File: src/design/address_map_consts.vh
// Address map boundaries and timing-free constants for the address decoder.
// Assumes 24-bit byte addresses and is included by its bare name.
`ifndef ADDRESS_MAP_CONSTS_VH
`define ADDRESS_MAP_CONSTS_VH
`define AW 24
`define SEG_BIT 16
`define PAGE_BIT 14
`define EXT_LO_START 24'h000000
`define EXT_LO_END 24'h007fff
`define DATA_SRAM_START 24'h008000
`define DATA_SRAM_END 24'h00dfff
`define EXTERNAL_SPECIAL_REGISTER_AREA_START 24'h00e000
`define EXTERNAL_SPECIAL_REGISTER_AREA_END 24'h00efff
`define EXTENDED_SPECIAL_REGISTER_AREA_START 24'h00f000
`define EXTENDED_SPECIAL_REGISTER_AREA_END 24'h00f1ff
`define RSV_DP_START 24'h00f200
`define RSV_DP_END 24'h00f5ff
`define DUAL_PORT_RAM_START 24'h00f600
`define DUAL_PORT_RAM_END 24'h00fdff
`define DUAL_PORT_RAM_BIT_START 24'h00fd00
`define SFR_START 24'h00fe00
`define SFR_END 24'h00ffff
`define EXT_MID_START 24'h010000
`define EXT_MID_END 24'h1fffff
`define CAN_START 24'h200000
`define CAN_END 24'h203fff
`define SER_START 24'h204000
`define SER_END 24'h2067ff
`define CANALT_START 24'h208000
`define CANALT_END 24'h20afff
`define SERALT_START 24'h20b000
`define SERALT_END 24'h20bfff
`define EXTIO_START 24'h210000
`define EXTIO_END 24'h3fffff
`define EXT_HI_START 24'h400000
`define EXT_HI_END 24'hbfffff
`define FLASH_START 24'hc00000
`define FLASH_MOD_BIT 18
`define FLASH6_START 24'hd80000
`define FLASH6_END 24'hd8ffff
`define FLASH_RSV_START 24'hc0f000
`define FLASH_RSV_END 24'hc0ffff
`define PROGRAM_SRAM_START 24'he00000
`define PROGRAM_SRAM_END 24'he1bfff
`define EMULATED_PROGRAM_SRAM_START 24'he80000
`define EMULATED_PROGRAM_SRAM_END 24'he9bfff
`define IMB_START 24'hffff00
`define IMB_END 24'hffffff
`define SECTOR_BIT 12
`define PROG_BLOCK_BIT 7
`define FLASH_WORD_BITS 128
// Target codes.
`define T_EXT 4'h0
`define T_DATA_SRAM 4'h1
`define T_EXTERNAL_SPECIAL_REGISTER_AREA 4'h2
`define T_EXTENDED_SPECIAL_REGISTER_AREA 4'h3
`define T_DUAL_PORT_RAM 4'h4
`define T_SFR 4'h5
`define T_PERIPH 4'h6
`define T_FLASH 4'h7
`define T_PROGRAM_SRAM 4'h8
`define T_EMULATED_PROGRAM_SRAM 4'h9
`define T_IMB 4'ha
`define T_NONE 4'hf
`endif

File: src/design/address_map_decoder.v
// Address decoder and router for a 24-bit linear address space.
// Assumes fetch and data requesters present one-cycle request pulses with
// an address, and that flash protection state arrives as plain inputs.
`include "address_map_consts.vh"

module address_map_decoder #(
  parameter EXT_BUS_PRESENT = 1,
  parameter PROGRAM_SRAM_PROT_W = 17
) (
  input wire clk,
  input wire rstn,
  input wire fetch_req,
  input wire [23:0] fetch_addr,
  input wire data_req,
  input wire [23:0] data_addr,
  input wire data_write,
  input wire data_word,
  input wire data_bit,
  input wire [PROGRAM_SRAM_PROT_W-1:0] program_sram_prot_size,
  input wire [63:0] sector_wprot,
  input wire flash_read_prot,
  input wire flash_unlocked,
  input wire [6:0] flash_busy,
  output reg fetch_ack_q,
  output reg [3:0] fetch_target_q,
  output reg [23:0] fetch_ext_addr_q,
  output reg fetch_error_q,
  output reg [2:0] fetch_flash_mod_q,
  output reg fetch_ecc_q,
  output reg data_ack_q,
  output reg [3:0] data_target_q,
  output reg [23:0] data_ext_addr_q,
  output reg data_error_q,
  output reg data_word_q,
  output reg data_bit_ok_q,
  output reg data_via_sysbus_q,
  output reg [2:0] data_flash_mod_q,
  output reg data_ecc_q,
  output reg data_extio_q,
  output reg [7:0] data_segment_q,
  output reg [1:0] data_page_q,
  output reg [7:0] flash_sector_q,
  output reg [6:0] flash_block_q
);

  function in_rng;
    input [23:0] a;
    input [23:0] lo;
    input [23:0] hi;
    begin
      in_rng = (a >= lo) && (a <= hi);
    end
  endfunction

  // Region decode with fixed bounds; first match wins so each address has
  // exactly one target. Anything unmatched is reserved.
  function [3:0] decode;
    input [23:0] a;
    begin
      if (a[23:`SEG_BIT] == 8'h00) begin
        if (in_rng(a, `DATA_SRAM_START, `DATA_SRAM_END))
          decode = `T_DATA_SRAM;
        else if (in_rng(a, `EXTERNAL_SPECIAL_REGISTER_AREA_START, `EXTERNAL_SPECIAL_REGISTER_AREA_END))
          decode = `T_EXTERNAL_SPECIAL_REGISTER_AREA;
        else if (in_rng(a, `EXTENDED_SPECIAL_REGISTER_AREA_START, `EXTENDED_SPECIAL_REGISTER_AREA_END))
          decode = `T_EXTENDED_SPECIAL_REGISTER_AREA;
        else if (in_rng(a, `DUAL_PORT_RAM_START, `DUAL_PORT_RAM_END))
          decode = `T_DUAL_PORT_RAM;
        else if (in_rng(a, `SFR_START, `SFR_END))
          decode = `T_SFR;
        else if (in_rng(a, `EXT_LO_START, `EXT_LO_END))
          decode = `T_EXT;
        else
          decode = `T_NONE;
      end else if (in_rng(a, `EXT_MID_START, `EXT_MID_END))
        decode = `T_EXT;
      else if (in_rng(a, `CAN_START, `CAN_END) ||
               in_rng(a, `SER_START, `SER_END) ||
               in_rng(a, `CANALT_START, `CANALT_END) ||
               in_rng(a, `SERALT_START, `SERALT_END))
        decode = `T_PERIPH;
      else if (in_rng(a, `EXTIO_START, `EXT_HI_END))
        decode = `T_EXT;
      else if (in_rng(a, `FLASH_START, `FLASH6_END))
        decode = `T_FLASH;
      else if (in_rng(a, `PROGRAM_SRAM_START, `PROGRAM_SRAM_END))
        decode = `T_PROGRAM_SRAM;
      else if (in_rng(a, `EMULATED_PROGRAM_SRAM_START, `EMULATED_PROGRAM_SRAM_END))
        decode = `T_EMULATED_PROGRAM_SRAM;
      else if (in_rng(a, `IMB_START, `IMB_END))
        decode = `T_IMB;
      else
        decode = `T_NONE;
    end
  endfunction

  // Flash module index: modules 0..5 are 256 KB each, module 6 is 64 KB.
  function [2:0] flash_mod;
    input [23:0] a;
    reg [23:0] off;
    begin
      off = a - `FLASH_START;
      flash_mod = off[20:`FLASH_MOD_BIT];
    end
  endfunction

  wire [3:0] f_t = decode(fetch_addr);
  wire [3:0] d_t = decode(data_addr);
  wire f_rsv_flash = in_rng(fetch_addr, `FLASH_RSV_START, `FLASH_RSV_END);
  wire d_rsv_flash = in_rng(data_addr, `FLASH_RSV_START, `FLASH_RSV_END);
  wire [23:0] d_flash_off = data_addr - `FLASH_START;
  wire [5:0] d_sector = d_flash_off[17:`SECTOR_BIT];
  wire [2:0] d_mod = flash_mod(data_addr);
  wire [2:0] f_mod = flash_mod(fetch_addr);
  // Sector protection index; clusters share bits, so several sectors map
  // onto one protection bit while erase and program stay per sector.
  wire [5:0] d_cluster = {d_mod, d_sector[5:3]};
  wire [23:0] program_sram_off = data_addr - `PROGRAM_SRAM_START;
  wire [23:0] prot_lim = {{(24-PROGRAM_SRAM_PROT_W){1'b0}}, program_sram_prot_size};
  wire d_program_sram_wp = (d_t == `T_PROGRAM_SRAM) && data_write &&
                    (program_sram_off < prot_lim);
  wire f_rd_block = flash_read_prot && !flash_unlocked;
  wire d_flash_wp = (d_t == `T_FLASH) && data_write &&
                    sector_wprot[d_cluster];
  wire d_err = ((d_t == `T_NONE) && (EXT_BUS_PRESENT == 0)) ||
               ((d_t == `T_FLASH) && (d_rsv_flash ||
                (!data_write && f_rd_block))) ||
               d_program_sram_wp || d_flash_wp ||
               (data_bit && !((d_t == `T_SFR) || (d_t == `T_EXTENDED_SPECIAL_REGISTER_AREA) ||
                (d_t == `T_DUAL_PORT_RAM)));
  wire f_err = ((f_t == `T_NONE) && (EXT_BUS_PRESENT == 0)) ||
               ((f_t == `T_FLASH) && (f_rsv_flash || f_rd_block)) ||
               (f_t == `T_DATA_SRAM) || (f_t == `T_EXTERNAL_SPECIAL_REGISTER_AREA) ||
               (f_t == `T_EXTENDED_SPECIAL_REGISTER_AREA) || (f_t == `T_SFR) ||
               (f_t == `T_DUAL_PORT_RAM) || (f_t == `T_IMB);
  // Bit access reaches the upper 256 bytes of the dual-port RAM, the SFR area
  // and the extended special register area; other dual-port words only via register-bank addressing.
  wire d_bit_ok = (d_t == `T_SFR) || (d_t == `T_EXTENDED_SPECIAL_REGISTER_AREA) ||
                  ((d_t == `T_DUAL_PORT_RAM) &&
                   (data_addr >= `DUAL_PORT_RAM_BIT_START));
  // Data accesses to program memories and external/peripheral space cross
  // the system bus; the fetch side does its own work in parallel.
  wire d_sys = (d_t == `T_FLASH) || (d_t == `T_PROGRAM_SRAM) ||
               (d_t == `T_EMULATED_PROGRAM_SRAM) || (d_t == `T_EXT) ||
               (d_t == `T_PERIPH) || (d_t == `T_NONE);

  function [3:0] route;
    input [3:0] t;
    begin
      if ((t == `T_NONE) && (EXT_BUS_PRESENT != 0))
        route = `T_EXT;
      else
        route = t;
    end
  endfunction

  always @(posedge clk) begin
    if (!rstn) begin
      fetch_ack_q <= 1'b0;
      fetch_target_q <= `T_NONE;
      fetch_ext_addr_q <= 24'h000000;
      fetch_error_q <= 1'b0;
      fetch_flash_mod_q <= 3'h0;
      fetch_ecc_q <= 1'b0;
    end else begin
      fetch_ack_q <= fetch_req;
      fetch_error_q <= fetch_req && f_err;
      fetch_ecc_q <= fetch_req && (f_t == `T_FLASH) && !f_err;
      if (fetch_req) begin
        fetch_target_q <= route(f_t);
        fetch_ext_addr_q <= fetch_addr;
        fetch_flash_mod_q <= f_mod;
      end
    end
  end

  always @(posedge clk) begin
    if (!rstn) begin
      data_ack_q <= 1'b0;
      data_target_q <= `T_NONE;
      data_ext_addr_q <= 24'h000000;
      data_error_q <= 1'b0;
      data_word_q <= 1'b0;
      data_bit_ok_q <= 1'b0;
      data_via_sysbus_q <= 1'b0;
      data_flash_mod_q <= 3'h0;
      data_ecc_q <= 1'b0;
      data_extio_q <= 1'b0;
      data_segment_q <= 8'h00;
      data_page_q <= 2'h0;
      flash_sector_q <= 8'h00;
      flash_block_q <= 7'h00;
    end else begin
      data_ack_q <= data_req;
      data_error_q <= data_req && d_err;
      data_ecc_q <= data_req && (d_t == `T_FLASH) && !data_write &&
                    !d_err;
      data_extio_q <= data_req &&
                      in_rng(data_addr, `EXTIO_START, `EXTIO_END);
      data_bit_ok_q <= data_req && data_bit && d_bit_ok;
      data_via_sysbus_q <= data_req && d_sys;
      if (data_req) begin
        data_target_q <= route(d_t);
        data_ext_addr_q <= data_addr;
        data_word_q <= data_word;
        data_segment_q <= data_addr[23:`SEG_BIT];
        data_page_q <= data_addr[`SEG_BIT-1:`PAGE_BIT];
        data_flash_mod_q <= d_mod;
        flash_sector_q <= {2'b00, d_sector};
        flash_block_q <= {2'b00, d_flash_off[`SECTOR_BIT-1:
                         `PROG_BLOCK_BIT]};
      end
    end
  end

endmodule

File: config.mk
export PLATFORM = sky130hd
export DESIGN_NAME = address_map_decoder
export DESIGN_NICKNAME = d
export VERILOG_FILES = /design/src/design/address_map_decoder.v
export VERILOG_INCLUDE_DIRS = /design/src /design/src/design
export SDC_FILE = /design/constraint.sdc
export NUM_CORES = 1
export LEC_CHECK = 0
export BUFFER_PORTS_ARGS = -buffer_cell sky130_fd_sc_hd__buf_2
export CAP_MARGIN = 20
export CORE_MARGIN = 3
export CORE_UTILIZATION = 45
export CTS_CLUSTER_DIAMETER = 40
export DETAILED_ROUTE_END_ITERATION = 8
export GPL_TIMING_DRIVEN = 0
export PLACE_DENSITY_LB_ADDON = 0.12
export SETUP_SLACK_MARGIN = 0.3
export SYNTH_ARGS = -nofsm -noshare
export SYNTH_HDL_FRONTEND = slang
export SYNTH_SLANG_ARGS = --single-unit
File: constraint.sdc
create_clock -name clk -period 2.6 [get_ports clk]
set_clock_uncertainty 0.05 [all_clocks]
set_input_delay 0.52 -clock clk [delete_from_list [all_inputs] [get_ports clk]]
set_output_delay 0.52 -clock clk [all_outputs]
set_load 0.005 [all_outputs]
==> results by stage <==
Global route:
- The number of global-route vias before repair came to 4638.
- Global routing consumed, over all layers together, 25.2% of the routing resources.
- The pin count of the biggest net entering global routing is 13.
- The initial antenna violation count is 0.
- The first-pass GRT wire length is 22600 um.
- Global routing finished with a remaining overflow of 0.

Finish:
- The area growth from synthesis to layout is 37.8%.
- Summing all flip-flop and latch instances after layout gives 1320 sq um.
- The top cell types in the final layout, fill and taps aside, are sky130_fd_sc_hd__buf_2 (233), sky130_fd_sc_hd__dfxtp_1 (66), sky130_fd_sc_hd__mux2i_1 (56), sky130_fd_sc_hd__nor2b_1 (50), sky130_fd_sc_hd__buf_4 (38).
- Once layout is done, the placed cells without fillers occupy 6000 sq um.
- Measured on the finished design, the core utilization comes to 64.3%.
- The final layout contains 883 nets.
- In the final layout, the multi-input gates occupy 2670 sq um.
- Leaving out fill and tap cells, the most frequent cell in the layout is sky130_fd_sc_hd__buf_2.
- The number of antenna diodes in the final layout is 0.
- The count of fill cells added during filler insertion is 881.
- In the final layout, the share of cells above drive strength 1 is 44.1%.
- After the flow finishes, the layout carries non-filler instances totaling 855.

Drt:
- After detailed routing, the number of vias per cell comes to 5.33.
- The number of design rule violations left after detail routing is 0.
- The first detailed-routing pass ran for 5 iterations.
- Dividing the detail-routed wire length by the instance count gives 16.3 um.
- The initial DRC count is 160.
- The final layout contains routed wiring with a total length of 13900 um.
- The number of nets with antenna violations after routing is 0.
- The detailed router placed 4555 vias in this run.

Timing:
- For the pin with the worst max-slew slack, the measured transition is 0.735 ns.
- The worst hold slack after final layout is 0.345 ns.
- Headroom to the max-slew limit came out at 50.4%.
- The period utilization is 89.6%.
- The number of hold violations in the final report is 0.
- The highest achievable clock rate is 0.429 GHz.
- Setup repair after global routing could not meet its margin everywhere.
- Setup violations remaining at the end of the flow were counted as 0.
- The time the final worst path needs with I/O delays and setup is 2.33 ns.
- The number of pins with negative max-slew slack in the final report is 0.

Power:
- The overall power after layout is 2750 uW.
- The peak supply drop is 0.284 mV.
- In this run the power density over the cells is 458 nW/um^2.
- For this design the static power due to leakage is 0.00303 uW.

Status:
- The flow ran to the end, and the final reports show no timing, DRC or antenna violations.

Critical path:
- The worst setup path is captured at a flip-flop.
- The critical path in this run is classified as in -> reg.
- Counting stages on the worst path, the most repeated cell is sky130_fd_sc_hd__or3_4.
- The number of buffers and inverters on the critical path is 1.
- Data on the critical path is required at its endpoint by 2.77 ns.
- The delay of the slowest critical-path stage is 0.55 ns.
- Walking the worst path, the cells encountered are buf_2, or4_4, or3_4, or3_4, a211o_1, a32oi_1, nand3_1.
- The maximum fanout encountered on the critical timing path is 3.
- The worst path arrival time is 2.50 ns.
- The slowest stage of the critical path belongs to the cell sky130_fd_sc_hd__or4_4.
- The startpoint type of the worst setup path is a primary input.
- The cell family contributing the most delay on the critical path is simple AND/OR/NAND/NOR gates.

Yosys:
- The post-synthesis instance area is 4360 sq um.
- Yosys mapped a number of flops with a built-in enable equal to 0.
- A synthesized cell averages 9.23 sq um.
- The number of standard cells after synthesis is 472.
- The distinct cell type count of the synthesized netlist is 65.
- The fraction of the yosys area taken by sequential cells is 30.3%.
- The async set-reset flop share out of synthesis is 0%.
- The number of synthesis warnings is 0.
- The flip-flop cell with the highest count after synthesis is sky130_fd_sc_hd__dfxtp_1.
- The post-synthesis sequential element count is 66.

Floorplan:
- The floorplan step defined a core boundary enclosing 9330 sq um.
- The number of core rows is 35.
- Once the floorplan was initialized, standard cells occupied 46.7% of the core.
- The total die area is 10900 sq um.
- Measured along the x axis, the die boundary spans 104 um.
- The height of the die is 104 um.
- During I/O placement, the number of pins put on the boundary was 242.

Clock tree:
- The number of levels in the clock H-tree is 3.
- No sink is reached through more buffers than the 2 on the longest clock path.
- Buffers inserted during clock tree synthesis total 9.
- The clock net in this run drives a total of 66 sinks.
- Clock latency on the worst-skew pair, taken at its later pin, is 0.33 ns.
- Clock-pin slew was measured on the worst setup and hold paths at 0.07 ns.
- In this run the clock root is driven by a sky130_fd_sc_hd__clkbuf_8.
- The CTS tree is done.
- The number of buffers inserted by hold repair at cts is 0.

Place:
- Summing all placed instances gives a cell area of 5680 sq um.
- The placed wire-length estimate is 11200 um.
- Counting tap cells, the placed design contains a total of 833 instances.
- The routability congestion estimate from global placement is 0.977.
- Buffers placed on the I/O ports in this run total 229.

Hold path:
- The path class of the tightest hold or removal check is in -> reg.

Job:
- The max-cap check violation count is 0.
[final timing paths]
path / cells after the start / slack (ns) / from / end
max reg2reg: 2 / 1.90 / data_ext_addr_q[14] / data_ext_addr_q[14]
max: 7 / 0.27 / data_addr[18] / data_error_q
min: 2 / 0.35 / data_bit / data_ecc_q
min reg2reg: 2 / 0.44 / fetch_target_q[3] / fetch_target_q[3]
[power by group]
group          switching (uW)  leakage, uW  internal, uW  total, uW
clock                     426     0.000109           568        994
combinational             313      0.00238           341        654
sequential               33.7     0.000545          1070       1100
[state kept, by name (all words and copies together) (netlist names)]
signal             cells
data_via_sysbus_q      1
data_error_q           1
data_target_q          4
data_extio_q           1
data_word_q            1
data_ecc_q             1
fetch_target_q         4
fetch_ext_addr_q      24
data_ack_q             1
fetch_error_q          1
data_ext_addr_q       24
fetch_ack_q            1
data_bit_ok_q          1
fetch_ecc_q            1
[metrics by stage]
step	setup slack, ns	setup TNS (ns)
6_report	0.269	0
5_1_grt	0.239	0
4_1_cts	0.307	0
3_5_place_dp	-0.168	-0.457
3_3_place_gp	-0.158	-0.536
2_1_floorplan	0.157	0
[synth_stat cells (all sizes together), types with 14 or more instances]
master | instances | area share [%]
a21oi | 15 | 1.7
nor3 | 14 | 1.6
buf | 41 | 6.3
mux4 | 16 | 8.3
inv | 28 | 2.4
mux2i | 56 | 13
nor2 | 18 | 1.6
nand2 | 18 | 1.6
nor2b | 50 | 7.2
ha | 17 | 4.9
dfxtp | 66 | 30
[area by class of cell]
class | instances | share of cell area [%]
Inverter | 29 | 1.81
Buffer | 53 | 5.38
Multi-Input combinational cell | 327 | 44.4
Clock inverter | 6 | 1.48
Clock buffer | 10 | 2.29
Sequential cell | 66 | 22.0
Tap cell | 129 | 2.69
Timing Repair Buffer | 235 | 19.9
[layer usage]
metal  vias up  GRT usage, %  part of all wire, %  wire [um]
met5         -             0                    0          0
met4         0          8.93                  2.5        353
met3        36          5.77                  7.3       1010
met2       215          43.4                   50       7000
met1      2124          30.7                   40       5560
li1       2180             -                    -          -
[repair_timing]
action,4_1_cts,5_1_grt
setup endpoints to repair,4,10
gates resized for setup,4,7
pin swaps,3,4
setup buffers,3,3
endpoints found under the hold margin,0,0
[kinds of logic (layout without fill, tap and decap cells)]
kind of cell / after synthesis / in the layout / synth area share [%]
buffers and inverters: 82 / 333 / 9.88
AO/OA/AOI/OAI: 74 / 74 / 12.5
multiplexers: 72 / 72 / 21.1
AND/OR/NAND/NOR: 157 / 157 / 20.6
other: 1 / 4 / 0.0861
flip-flops: 66 / 66 / 30.3
adder cells (fa/ha/maj): 17 / 17 / 4.88
XOR/XNOR: 3 / 3 / 0.603
No activity file was read; power rests on OpenSTA's default activity.
